==> config.mk <==
export PLATFORM = sky130hd
export DESIGN_NAME = opfp_output_protect
export DESIGN_NICKNAME = d
export VERILOG_FILES = /design/src/shared/opfp_pkg.sv /design/src/rtl/opfp_output_protect.sv
export SDC_FILE = /design/constraint.sdc
export NUM_CORES = 1
export LEC_CHECK = 0
export ABC_AREA = 1
export ABC_CLOCK_PERIOD_IN_PS = 4080
export BUFFER_PORTS_ARGS = -buffer_cell sky130_fd_sc_hd__buf_2
export CAP_MARGIN = 20
export CORE_UTILIZATION = 50
export CTS_BUF_LIST = sky130_fd_sc_hd__clkbuf_16
export DETAILED_ROUTE_END_ITERATION = 6
export GPL_TIMING_DRIVEN = 0
export PLACE_DENSITY = 0.74
export SETUP_SLACK_MARGIN = 0.05
export SLEW_MARGIN = 20
export SYNTH_ARGS = -nofsm -noshare
export SYNTH_HDL_FRONTEND = slang
export SYNTH_SLANG_ARGS = --single-unit
==> constraint.sdc <==
create_clock -name clk_i -period 4.08 [get_ports clk_i]
set_clock_uncertainty 0.15 [all_clocks]
set_input_delay 0.204 -clock clk_i [delete_from_list [all_inputs] [get_ports clk_i]]
set_output_delay 0.204 -clock clk_i [all_outputs]
set_load 0.05 [all_outputs]
==> src/shared/opfp_pkg.sv <==
// Constants, field layouts and types for the output protection block.
// Assumes a 200 MHz system clock and a 32-bit classic Wishbone bus.
package opfp_pkg;

   ////////////////////////////////////////////////////////////////////////
   // Register byte offsets
   localparam logic [7:0] ADR_CTRL     = 8'h00;
   localparam logic [7:0] ADR_STAT     = 8'h04;
   localparam logic [7:0] ADR_DELAY    = 8'h08;
   localparam logic [7:0] ADR_CMD      = 8'h0C;
   localparam logic [7:0] ADR_IRQ_STAT = 8'h10;
   localparam logic [7:0] ADR_IRQ_MASK = 8'h14;

   ////////////////////////////////////////////////////////////////////////
   // Control word fields (low seven bits are also the saved setup)
   localparam int CTL_OUT_EN  = 0;
   localparam int CTL_FI_EN   = 1;
   localparam int CTL_OCP_EN  = 2;
   localparam int CTL_COMP    = 3;
   localparam int CTL_SRC_LSB = 4;
   localparam int CTL_INH_LSB = 8;
   localparam int CTL_PON     = 12;
   localparam int SETUP_W     = 7;

   // Command word bits, write only, self clearing
   localparam int CMD_CLEAR  = 0;
   localparam int CMD_RESET  = 1;
   localparam int CMD_RECALL = 2;
   localparam int CMD_SAVE   = 3;
   localparam int CMD_PROG   = 4;

   // Status word bits
   localparam int ST_OUT_ON  = 0;
   localparam int ST_FAULT   = 1;
   localparam int ST_CC_REC  = 2;
   localparam int ST_OCP     = 3;
   localparam int ST_INH_LOW = 4;
   localparam int ST_OV      = 5;
   localparam int ST_OT      = 6;
   localparam int ST_DLY_RUN = 7;

   // Interrupt status and mask bits
   localparam int IRQ_FAULT = 0;
   localparam int IRQ_CC    = 1;
   localparam int IRQ_INH   = 2;
   localparam int IRQ_W     = 3;

   // Status byte bit positions of the summary sources
   localparam int SB_QUESTIONABLE_SUMMARY = 3;
   localparam int SB_ESB  = 5;
   localparam int SB_RQS  = 6;
   localparam int SB_OPERATION_SUMMARY = 7;

   ////////////////////////////////////////////////////////////////////////
   // Protection delay, counted in milliseconds
   localparam int          DELAY_W        = 31;
   localparam logic [30:0] DELAY_RST_MS   = 31'h0000_0050;
   localparam int          CLK_PERIOD_NS  = 5;
   localparam int          DELAY_UNIT_NS  = 1_000_000;
   localparam int          TICK_CYC       = DELAY_UNIT_NS / CLK_PERIOD_NS;

   ////////////////////////////////////////////////////////////////////////
   // Types
   typedef enum logic [2:0] {
      SRC_OFF  = 3'h0,
      SRC_QUESTIONABLE_SUMMARY = 3'h1,
      SRC_OPERATION_SUMMARY = 3'h2,
      SRC_ESB  = 3'h3,
      SRC_RQS  = 3'h4
   } opfp_src_type;

   typedef enum logic [1:0] {
      INH_OFF   = 2'h0,
      INH_LATCH = 2'h1,
      INH_LIVE  = 2'h2
   } opfp_inh_type;

endpackage

==> src/rtl/opfp_output_protect.sv <==
// Output enable, fault latch, inhibit and fault indicator control.
// Assumes status inputs from analog comparators are asynchronous and the
// status byte comes from logic on clk_i; storage is kept outside.
module opfp_output_protect #(
   parameter int TICK_CYCLES = opfp_pkg::TICK_CYC
) (
   // Clock and reset
   input  wire logic                          clk_i,
   input  wire logic                          rst_i,
   // Wishbone slave
   input  wire logic                          wb_cyc_i,
   input  wire logic                          wb_stb_i,
   input  wire logic                          wb_we_i,
   input  wire logic [7:0]                    wb_adr_i,
   input  wire logic [3:0]                    wb_sel_i,
   input  wire logic [31:0]                   wb_dat_i,
   output logic      [31:0]                   wb_dat_o,
   output logic                               wb_ack_o,
   // Analog status, asynchronous
   input  wire logic                          overvoltage_i,
   input  wire logic                          overtemp_i,
   input  wire logic                          constant_current_state_i,
   input  wire logic                          inhibit_in_n_i,
   // Status subsystem, same clock
   input  wire logic [7:0]                    status_byte_i,
   input  wire logic                          program_event_i,
   // Stored settings
   input  wire logic                          nv_power_on_state_i,
   input  wire logic [1:0]                    nv_inhibit_mode_i,
   input  wire logic [opfp_pkg::SETUP_W-1:0]  slot0_setup_i,
   input  wire logic [opfp_pkg::DELAY_W-1:0]  slot0_delay_i,
   output logic                               nv_write_o,
   output logic                               nv_power_on_state_o,
   output logic      [1:0]                    nv_inhibit_mode_o,
   output logic                               slot0_save_o,
   output logic      [opfp_pkg::SETUP_W-1:0]  slot0_setup_o,
   output logic      [opfp_pkg::DELAY_W-1:0]  slot0_delay_o,
   // Output stage and pins
   output logic                               output_enable_o,
   output logic                               compensation_high_o,
   output logic                               constant_current_state_o,
   output logic                               fault_indicator_out_o,
   output logic                               irq_o
);
   import opfp_pkg::*;

   localparam int TW = $clog2(TICK_CYCLES + 1);

   if (TICK_CYCLES < 1) begin : g_chk
      $error("TICK_CYCLES must be at least one");
   end

   ////////////////////////////////////////////////////////////////////////
   typedef struct packed {
      logic [1:0]         ov_s;
      logic [1:0]         ot_s;
      logic [1:0]         cc_s;
      logic [1:0]         inh_s;
      logic               inh_d;
      logic               init;
      logic               out_en;
      logic               saved_en;
      logic               fi_en;
      logic               ocp_en;
      logic               comp;
      opfp_src_type       src;
      opfp_inh_type       inh_mode;
      logic               pon;
      logic [DELAY_W-1:0] delay;
      logic [DELAY_W-1:0] dly_cnt;
      logic [TW-1:0]      tick;
      logic               dly_done;
      logic               cc_rec;
      logic               fault;
      logic               ocp_flag;
      logic [IRQ_W-1:0]   irq_st;
      logic [IRQ_W-1:0]   irq_mk;
      logic               ack;
      logic [31:0]        dat;
      logic               oe;
      logic               fio;
      logic               save;
      logic               nv_wr;
   } opfp_state_type;

   opfp_state_type s_r;
   opfp_state_type s_nxt;
   // Control word view shared by the saved setup output
   logic [31:0]    ctrl_now;

   ////////////////////////////////////////////////////////////////////////
   // Byte-lane merge of a write into an old word
   function automatic logic [31:0] wb_merge(input logic [31:0] old_v,
                                            input logic [31:0] new_v,
                                            input logic [3:0]  sel);
      logic [31:0] r;
      r = old_v;
      for (int b = 0; b < 4; b++) begin
         if (sel[b]) begin
            r[b*8 +: 8] = new_v[b*8 +: 8];
         end
      end
      return r;
   endfunction

   function automatic logic [31:0] ctrl_word(input opfp_state_type s);
      logic [31:0] w;
      w = 32'h0000_0000;
      w[CTL_OUT_EN] = s.out_en;
      w[CTL_FI_EN]  = s.fi_en;
      w[CTL_OCP_EN] = s.ocp_en;
      w[CTL_COMP]   = s.comp;
      w[CTL_SRC_LSB +: 3] = s.src;
      w[CTL_INH_LSB +: 2] = s.inh_mode;
      w[CTL_PON]    = s.pon;
      return w;
   endfunction

   // Unknown source codes behave as OFF
   function automatic logic pick_src(input opfp_src_type src,
                                     input logic [7:0]   sb);
      logic r;
      r = 1'b0;
      case (src)
         SRC_QUESTIONABLE_SUMMARY: r = sb[SB_QUESTIONABLE_SUMMARY];
         SRC_OPERATION_SUMMARY: r = sb[SB_OPERATION_SUMMARY];
         SRC_ESB:  r = sb[SB_ESB];
         SRC_RQS:  r = sb[SB_RQS];
         default:  r = 1'b0;
      endcase
      return r;
   endfunction

   ////////////////////////////////////////////////////////////////////////
   always_comb begin
      logic [31:0]      wdat;
      logic [31:0]      cw;
      logic [DELAY_W:0] dw;
      logic [4:0]       cmd;
      logic             wr;
      logic             ov;
      logic             ot;
      logic             cc;
      logic             inh_low;
      logic             prog;
      logic             ocp_cause;
      logic             inh_cause;
      logic             cause;
      logic             live_blk;
      logic [IRQ_W-1:0] ev;
      logic [IRQ_W-1:0] clr;
      wdat      = 32'h0000_0000;
      cw        = 32'h0000_0000;
      dw        = '0;
      cmd       = 5'h00;
      ev        = '0;
      clr       = '0;
      prog      = 1'b0;
      wr        = 1'b0;
      ov        = 1'b0;
      ot        = 1'b0;
      cc        = 1'b0;
      inh_low   = 1'b0;
      ocp_cause = 1'b0;
      inh_cause = 1'b0;
      cause     = 1'b0;
      live_blk  = 1'b0;
      s_nxt     = s_r;
      s_nxt.save  = 1'b0;
      s_nxt.nv_wr = 1'b0;
      s_nxt.dat   = 32'h0000_0000;
      // Single-cycle ack, dropped the cycle after it is given
      s_nxt.ack = wb_cyc_i & wb_stb_i & ~s_r.ack;
      wr = s_nxt.ack & wb_we_i;
      // Two-stage synchronisers; only stage two feeds the logic
      s_nxt.ov_s  = {s_r.ov_s[0], overvoltage_i};
      s_nxt.ot_s  = {s_r.ot_s[0], overtemp_i};
      s_nxt.cc_s  = {s_r.cc_s[0], constant_current_state_i};
      s_nxt.inh_s = {s_r.inh_s[0], inhibit_in_n_i};
      s_nxt.inh_d = s_r.inh_s[1];
      ov      = s_r.ov_s[1];
      ot      = s_r.ot_s[1];
      cc      = s_r.cc_s[1];
      inh_low = ~s_r.inh_s[1];

      // Power-on load from stored settings, one cycle after reset
      if (s_r.init) begin
         s_nxt.init     = 1'b0;
         s_nxt.pon      = nv_power_on_state_i;
         s_nxt.inh_mode = opfp_inh_type'(nv_inhibit_mode_i);
         if (nv_power_on_state_i) begin
            s_nxt.out_en = slot0_setup_i[CTL_OUT_EN];
            s_nxt.fi_en  = slot0_setup_i[CTL_FI_EN];
            s_nxt.ocp_en = slot0_setup_i[CTL_OCP_EN];
            s_nxt.comp   = slot0_setup_i[CTL_COMP];
            s_nxt.src    = opfp_src_type'(slot0_setup_i[CTL_SRC_LSB +: 3]);
            s_nxt.delay  = slot0_delay_i;
            prog         = 1'b1;
         end
      end

      if (wr) begin
         case (wb_adr_i)
            ADR_CTRL: begin
               cw = wb_merge(ctrl_word(s_r), wb_dat_i, wb_sel_i);
               s_nxt.out_en = cw[CTL_OUT_EN];
               s_nxt.fi_en  = cw[CTL_FI_EN];
               s_nxt.ocp_en = cw[CTL_OCP_EN];
               s_nxt.comp   = cw[CTL_COMP];
               s_nxt.src    = opfp_src_type'(cw[CTL_SRC_LSB +: 3]);
               s_nxt.inh_mode = opfp_inh_type'(cw[CTL_INH_LSB +: 2]);
               s_nxt.pon    = cw[CTL_PON];
               // Stored copy follows any change of stored fields
               s_nxt.nv_wr  = (s_nxt.inh_mode != s_r.inh_mode) |
                              (s_nxt.pon != s_r.pon);
               prog = cw[CTL_OUT_EN] & ~s_r.out_en;
            end
            ADR_DELAY: begin
               cw = wb_merge({1'b0, s_r.delay}, wb_dat_i, wb_sel_i);
               s_nxt.delay = cw[DELAY_W-1:0];
            end
            ADR_CMD: begin
               wdat = wb_merge(32'h0000_0000, wb_dat_i, wb_sel_i);
               cmd  = wdat[4:0];
            end
            ADR_IRQ_STAT: begin
               wdat = wb_merge(32'h0000_0000, wb_dat_i, wb_sel_i);
               clr  = wdat[IRQ_W-1:0];
            end
            ADR_IRQ_MASK: begin
               wdat = wb_merge({29'h0, s_r.irq_mk}, wb_dat_i, wb_sel_i);
               s_nxt.irq_mk = wdat[IRQ_W-1:0];
            end
            default: ;
         endcase
      end

      // Command reset leaves the stored fields alone
      if (cmd[CMD_RESET]) begin
         s_nxt.out_en = 1'b0;
         s_nxt.fi_en  = 1'b0;
         s_nxt.ocp_en = 1'b0;
         s_nxt.comp   = 1'b0;
         s_nxt.src    = SRC_OFF;
         s_nxt.delay  = DELAY_RST_MS;
         prog         = 1'b1;
      end
      if (cmd[CMD_RECALL]) begin
         s_nxt.out_en = slot0_setup_i[CTL_OUT_EN];
         s_nxt.fi_en  = slot0_setup_i[CTL_FI_EN];
         s_nxt.ocp_en = slot0_setup_i[CTL_OCP_EN];
         s_nxt.comp   = slot0_setup_i[CTL_COMP];
         s_nxt.src    = opfp_src_type'(slot0_setup_i[CTL_SRC_LSB +: 3]);
         s_nxt.delay  = slot0_delay_i;
         prog         = 1'b1;
      end
      s_nxt.save = cmd[CMD_SAVE];
      prog = prog | cmd[CMD_PROG] | program_event_i;

      // Delay timer: restart on every programming event
      if (prog) begin
         s_nxt.tick     = '0;
         s_nxt.dly_cnt  = s_nxt.delay;
         s_nxt.dly_done = (s_nxt.delay == '0);
      end else if (!s_r.dly_done) begin
         if (s_r.tick == TW'(TICK_CYCLES - 1)) begin
            s_nxt.tick = '0;
            dw = {1'b0, s_r.dly_cnt} - 1'b1;
            s_nxt.dly_cnt = dw[DELAY_W-1:0];
            s_nxt.dly_done = (s_r.dly_cnt <= 31'h0000_0001);
         end else begin
            s_nxt.tick = s_r.tick + 1'b1;
         end
      end
      // Short constant-current spells inside the delay never register
      s_nxt.cc_rec = cc & s_r.dly_done & ~prog;

      // Fault latch; a set in the clear cycle wins
      ocp_cause = s_r.ocp_en & s_r.cc_rec;
      inh_cause = (s_r.inh_mode == INH_LATCH) & inh_low;
      cause = ov | ot | ocp_cause | inh_cause;
      if (cmd[CMD_CLEAR] && s_r.fault && !cause) begin
         s_nxt.fault    = 1'b0;
         s_nxt.out_en   = s_r.saved_en;
         s_nxt.ocp_flag = 1'b0;
      end
      if (cause && !s_r.fault) begin
         s_nxt.fault    = 1'b1;
         s_nxt.saved_en = s_nxt.out_en;
         s_nxt.out_en   = 1'b0;
         ev[IRQ_FAULT]  = 1'b1;
      end
      if (ocp_cause) begin
         s_nxt.ocp_flag = 1'b1;
      end

      // Live mode gates without latching; OFF mode never looks
      live_blk = (s_r.inh_mode == INH_LIVE) & inh_low;
      s_nxt.oe = s_nxt.out_en & ~s_nxt.fault & ~live_blk;
      s_nxt.fio = s_nxt.fi_en & pick_src(s_nxt.src, status_byte_i);

      ev[IRQ_CC]  = s_nxt.cc_rec & ~s_r.cc_rec;
      ev[IRQ_INH] = inh_low & s_r.inh_d &
                    (s_r.inh_mode != INH_OFF);
      s_nxt.irq_st = (s_r.irq_st & ~clr) | ev;

      if (s_nxt.ack && !wb_we_i) begin
         case (wb_adr_i)
            ADR_CTRL:  s_nxt.dat = ctrl_word(s_r);
            ADR_STAT: begin
               s_nxt.dat[ST_OUT_ON]  = s_r.oe;
               s_nxt.dat[ST_FAULT]   = s_r.fault;
               s_nxt.dat[ST_CC_REC]  = s_r.cc_rec;
               s_nxt.dat[ST_OCP]     = s_r.ocp_flag;
               s_nxt.dat[ST_INH_LOW] = inh_low;
               s_nxt.dat[ST_OV]      = ov;
               s_nxt.dat[ST_OT]      = ot;
               s_nxt.dat[ST_DLY_RUN] = ~s_r.dly_done;
            end
            ADR_DELAY:    s_nxt.dat = {1'b0, s_r.delay};
            ADR_IRQ_STAT: s_nxt.dat = {29'h0, s_r.irq_st};
            ADR_IRQ_MASK: s_nxt.dat = {29'h0, s_r.irq_mk};
            default:      s_nxt.dat = 32'h0000_0000;
         endcase
      end
   end

   ////////////////////////////////////////////////////////////////////////
   always_ff @(posedge clk_i) begin
      if (rst_i) begin
         s_r          <= '0;
         s_r.init     <= 1'b1;
         s_r.src      <= SRC_OFF;
         s_r.inh_mode <= INH_OFF;
         s_r.delay    <= DELAY_RST_MS;
         s_r.dly_cnt  <= DELAY_RST_MS;
         s_r.inh_s    <= 2'h3;
         s_r.inh_d    <= 1'b1;
      end else begin
         s_r <= s_nxt;
      end
   end

   ////////////////////////////////////////////////////////////////////////
   assign wb_dat_o                 = s_r.dat;
   assign wb_ack_o                 = s_r.ack;
   assign nv_write_o               = s_r.nv_wr;
   assign nv_power_on_state_o      = s_r.pon;
   assign nv_inhibit_mode_o        = s_r.inh_mode;
   assign slot0_save_o             = s_r.save;
   assign ctrl_now                 = ctrl_word(s_r);
   assign slot0_setup_o            = ctrl_now[SETUP_W-1:0];
   assign slot0_delay_o            = s_r.delay;
   assign output_enable_o          = s_r.oe;
   assign compensation_high_o      = s_r.comp;
   assign constant_current_state_o = s_r.cc_rec;
   assign fault_indicator_out_o    = s_r.fio;
   assign irq_o                    = |(s_r.irq_st & s_r.irq_mk);

endmodule

* After elaboration in Yosys (flattened, before gate mapping)
Index checks and enable logic that the tools add are counted.
** Storage, ports and cells
- Flip-flop bits (word level) :: 148
- Bits in latches :: 0
- Bits in writable memories :: 0
- Bits in read-only memories :: 0
- Bits of input ports :: 103
- Word-level logic and storage cells :: 156
- Memories :: 0
** Cells by class
- $add $sub $neg :: 2
- $mul :: 0
- Divide/modulo/power cells :: 0
- Magnitude comparators :: 1
- Equality and inequality tests :: 16
- Shift operators :: 0
- Muxes and demuxes :: 51
- Bitwise operators :: 38
- Reduce and logical (&&, ||, !) cells :: 19
** Operators by type and width (count)
- 2-to-1 mux 31 bit :: 5
- 2-to-1 mux 50 bit :: 2
- 2-to-1 mux 40 bit :: 2
- one-hot mux 23 bit (2 select lines) :: 1
- one-hot mux 8 bit (5 select lines) :: 1
- <= comparator 31 x 1 -> 1 bit, second input constant :: 1
- zero test 31 bit :: 1
- subtractor 31 x 1 -> 31 bit, second input constant :: 1
- 2-to-1 mux 5 bit :: 6
- 2-to-1 mux 7 bit :: 4
- 2-to-1 mux 8 bit :: 3
- adder 18 x 1 -> 18 bit, second input constant :: 1
- == test 18 bit, second input constant :: 1
- 2-to-1 mux 18 bit :: 1
- 2-to-1 mux 6 bit :: 3
- 2-to-1 mux 1 bit :: 17
- == test 8 x 4 -> 1 bit, second input constant :: 2
- == test 8 x 5 -> 1 bit, second input constant :: 2
- bitwise AND 1 bit :: 15
- NOT 1 bit :: 13
- 2-to-1 mux 9 bit :: 1
- == test 8 x 3 -> 1 bit, second input constant :: 1
- zero test 8 bit :: 1
- bitwise AND 3 bit :: 2
- 23 further kinds :: 40

* Longest topological paths before layout
- Word-level depth :: 15
- Depth in mapped cells :: 16
- Gate-level depth less buffers :: 15

* Least setup slack after synthesis
No wires, ideal clock.
- Path type :: flip-flop to flip-flop
- Start point :: reg s_r, in the netlist wb_ack_o
- End point :: reg s_r[46] in the netlist's numbering
- Setup time :: 0.067 ns
- Data arrival time :: 1.971 ns
- Data required time :: 3.863 ns
- Slack :: 1.891 ns
- Stages on the path, launching flop included :: 14
- Path buffers :: 1
- Period minus slack after synthesis :: 2.189 ns
- Cell sequence :: dfxtp_1 inv_1 nand3_1 nor2_4 nand3_1 clkbuf_1 nor2_1 nor2_1 nand2_1 nor2_1 nand2_1 nor2_1 nand2_1 a21oi_2
** Between the ends
- Word-level cells in the longest chain between the ends :: 9
** Ends and longest elaborated chain
- from (decl) :: RTL line opfp_output_protect.sv:86 : opfp_state_type s_r;
- from (signal assigned) :: RTL line opfp_output_protect.sv:340 : s_r <= s_nxt;
- NOT 1 bit * :: RTL line opfp_output_protect.sv:173 : s_nxt.ack = wb_cyc_i & wb_stb_i & ~s_r.ack;
- bitwise AND 1 bit * :: RTL line opfp_output_protect.sv:173
- bitwise AND 1 bit * :: RTL line opfp_output_protect.sv:174 : wr = s_nxt.ack & wb_we_i;
- branches (longest 5 deep; another with 2-to-1 mux 40 bit)
- 2-to-1 mux 50 bit * :: RTL line opfp_output_protect.sv:261 : if (prog) begin
Every way passes the cells marked *.
A chain may end at the register's enable or synchronous reset.

* Final worst setup path
- Start point :: in wb_adr_i[0]
- End point :: reg s_r, in the netlist fault_indicator_out_o
** Between the ends
- Word-level cells in the longest chain between the ends :: 8
** Ends and longest elaborated chain
- from (decl) :: RTL line opfp_output_protect.sv:14 : input wire logic [7:0] wb_adr_i,
- == test 8 x 4 -> 1 bit or zero test 8 bit (tied branches)
- 2-to-1 mux 5 bit or 2-to-1 mux 9 bit (tied branches) :: RTL line opfp_output_protect.sv:203 : case (wb_adr_i)
- 2-to-1 mux 5 bit or 2-to-1 mux 40 bit (tied branches) :: RTL line opfp_output_protect.sv:202 : if (wr) begin
- 2-to-1 mux 6 bit :: RTL line opfp_output_protect.sv:239 : if (cmd[CMD_RESET]) begin
- 2-to-1 mux 6 bit * :: RTL line opfp_output_protect.sv:248 : if (cmd[CMD_RECALL]) begin
- == test 3 bit (tied with other cells) :: RTL line opfp_output_protect.sv:124 : case (src)
- one-hot mux 1 bit (4 select lines) :: RTL line opfp_output_protect.sv:124
- bitwise AND 1 bit * :: RTL line opfp_output_protect.sv:300 : s_nxt.fio = s_nxt.fi_en & pick_src(s_nxt.src, status_byte_i);
Mark *: on every way between the ends. The rest lies on a longest branch, timed or not.

==> metrics.txt <==
Synth Area in Simple Gates 33.8%; drt total wl 29100 um; Synth Flop Type dfxtp_1; critical path class input pin to flop; PwrDens 343 nW/um^2; Netlist cell types 53; Max-slew headroom 29.7%; Routed wire per std cell 16.0 um; Placer Congestion 0.972; clk sinks 147; number of global-route vias before repair 8460; CTS Buffer Depth 2; Syn Inst Count 1366; crit-path leading delay family buffers and inverters; Post-synth EDFFs 0; syn_area_per_cell 6.46 um^2; Area growth syn-to-layout 21.7%; site row count 48; largest net degree at the start of global routing 17; Place WS 1550 ps; via count 9583; initial core utilization 51.2%; largest family of logic cells by synthesized area simple AND/OR/NAND/NOR gates; clock latency on the worst-skew pair 440 ps; # nets final 1685; largest cells by area after synthesis dfxtp_1 (33%), nand2_1 (11%), nor2_1 (9.7%); fin crit share 95.2%; Fin. Hold Viols 0; Core ar. 17200 um^2; First-pass DRT Iterations 7; Worst EP arrival 4120 ps; Final TNS setup 0 ps; Cell Chain, Critical Path dlygate4sd3_1 -> buf_2 -> nor2_4 -> dlygate4sd3_1 -> nand2_4 -> nor2_8 -> nand3_1 -> buf_2 -> inv_1 -> nand2_1 -> nand2_1 -> nand2_1 -> a21oi_1 -> nand2_1 -> dlygate4sd3_1 -> nor2_1 -> dlygate4sd3_1; HP Class input pin to flop; count of final setup violators 0; Async SR Flop Fraction 0%; fraction of final layout cells sized beyond drive strength 1 23.1%; RSZ-0062 raised after global routing no; first-pass GRT wire length 44600 um; CP max FO 10; mux cell area share after synthesis 0%; Seq cells post-synth 147; Yosys top cell by area dfxtp_1; Starting DRT DRC Count 924; Critical Path RT 4320 ps; Die ar. 18200 um^2; area share of fa/ha/maj cells after synthesis 0.426%; DP HPWL 22100 um; Fillers 1679; I/O pin count 184; Post-Layout Cell Count 1817; Least-Margin Pin Slew 1050 ps; DRC Markers 0; die height 135 um; CTS tree yes; max incr delay on CP 600 ps; vias per inst 5.27; Setup Fix Bufs, Post-CTS 0; startpoint types input pin; register area share after synthesis 33.4%; xor and xnor fraction of the mapped netlist area 1.19%; Post-DRT Antenna Nets 0; Static Leakage 5.32 nW; Total GRT Usage 32.2%; CP max stage cell dlygate4sd3_1; initial antenna violation count 0; Overflow after GRT 0; H-tree levels 4; Peak VDD IR 0.305 mV; Final min period 3880 ps; Max Fclk 258 MHz; status complete, no violations; Synth top area share 33.4%; worst setup margin 197 ps; CTS root buf clkbuf_16; # diodes 0; CTS Buf Count 17; Die X 135 um; Cell Area, Synth 8820 um^2; Post-Place Cells 1767; Syn Nets 1472; CP Capture Type flop; Clock transition at path regs 70 ps; port buffer count 176; Max-Cap Viols 0; Compound-Gate Fraction of Synth Area 14.7%; Max Transition Viols Final 0; Ys Warns 0; worst path bufs/invs 7
-- through the flow --
| step | total power, mW | hold WS [ps] | instance area (um^2) | util (%) |
|---|---|---|---|---|
| 2_1_floorplan | 1.94 | 81.7 | 8820 | - |
| 3_3_place_gp | 2.13 | 179 | 9980 | 57.9 |
| 3_5_place_dp | 2.13 | 186 | 9980 | 57.9 |
| 4_1_cts | 3.67 | 5.27 | 10700 | 62.3 |
| 5_1_grt | 3.82 | 35.0 | 10700 | 62.3 |
| 6_report | 3.68 | 14.9 | 10700 | 62.3 |
-- where the power goes --
group	internal (mW)	switching, mW	leakage [nW]
Clock	0.854	0.698	0.273
Combinational	0.202	0.397	3.85
Sequential	1.48	0.0495	1.20
-- Yosys cell counts, types with 13 or more instances --
library cell and number:
buf_2 20, a21oi_1 78, buf_4 76, nand4_1 17
clkbuf_1 25, nor3_1 47, o21ai_0 86, a31oi_1 13
nand3_1 72, nor2_2 15, inv_1 156, nor2_1 228
dfxtp_1 147, nand2_1 264
-- final timing paths --
| check | startpoint | endpoint | slack, ps | cells past startpoint |
|---|---|---|---|---|
| worst max-delay path | wb_adr_i[0] | fault_indicator_out_o$_SDFF_PP0_ | 200 | 17 |
| worst min-delay path | wb_dat_i[12] | nv_write_o$_SDFF_PP0_ | 10 | 4 |
| worst max register to register | wb_ack_o$_SDFF_PP0_ | fault_indicator_out_o$_SDFF_PP0_ | 750 | 14 |
| worst min register to register | s_nxt[141]$_SDFF_PP1_ | s_nxt[139]$_SDFF_PP1_ | 260 | 1 |
-- cell type report --
cell class | instances | area, um^2 | share of cell area (%)
multi-input combinational | 924 | 4420 | 41.2
sequential | 147 | 2940 | 27.4
timing repair buffer | 194 | 1060 | 9.89
buffer | 128 | 830 | 7.73
inverter | 167 | 627 | 5.84
clock buffer | 17 | 425 | 3.96
tap | 225 | 282 | 2.62
clock inverter | 15 | 145 | 1.35
-- what timing repair did --
| action | CTS | global route |
|---|---|---|
| setup endpoints to repair | 0 | 1 |
| hold buffers | 18 | 0 |
| hold endpoints to repair | 15 | 0 |
| resized for setup | 0 | 4 |
-- layer usage --
| metal | vias up | share of wire [%] | track usage, % | wire [um] |
|---|---|---|---|---|
| met2 | 457 | 46 | 51.6 | 13300 |
| met5 | - | 0 | 0 | 0 |
| met1 | 4326 | 43 | 43.5 | 12600 |
| li1 | 4746 | - | - | - |
| met3 | 54 | 8.9 | 5.63 | 2590 |
| met4 | 0 | 2.3 | 11.0 | 669 |
-- sequential cells by signal, indices dropped and copies added, names as in the netlist --
register,cells
s_r,64
slot0_delay_o,31
wb_dat_o,31
slot0_setup_o,6
s_nxt,5
nv_inhibit_mode_o,2
compensation_high_o,1
constant_current_state_o,1
fault_indicator_out_o,1
nv_power_on_state_o,1
nv_write_o,1
output_enable_o,1
slot0_save_o,1
wb_ack_o,1
-- tightest hold or removal path, delay by kind of cell --
family	cells	cell delay [ps]
buf+inv	1	100
compound gates	2	160
simple gates	1	70
-- cells in the final DEF (no fill, tap or decap), types with 13 or more instances in the layout --
| cell | n |
|---|---|
| buf_4 | 76 |
| nor2_1 | 228 |
| a31oi_1 | 13 |
| dlygate4sd3_1 | 18 |
| nand3_1 | 72 |
| o21ai_0 | 85 |
| inv_1 | 156 |
| nand4_1 | 17 |
| clkbuf_1 | 24 |
| a21oi_1 | 78 |
| nor2_2 | 15 |
| dfxtp_1 | 147 |
| nand2_1 | 264 |
| clkbuf_16 | 17 |
| nor3_1 | 47 |
| buf_2 | 197 |
-- cells by family (layout without fill, tap and decap cells) --
| group | count (synthesis) | in the layout |
|---|---|---|
| AO/OA/AOI/OAI | 228 | 228 |
| buffers and inverters | 295 | 521 |
| flip-flops | 147 | 147 |
| adder cells (fa/ha/maj) | 3 | 3 |
| other | 1 | 1 |
| AND/OR/NAND/NOR | 680 | 680 |
| XOR/XNOR | 12 | 12 |
No activity file was read; power rests on OpenSTA's default activity.
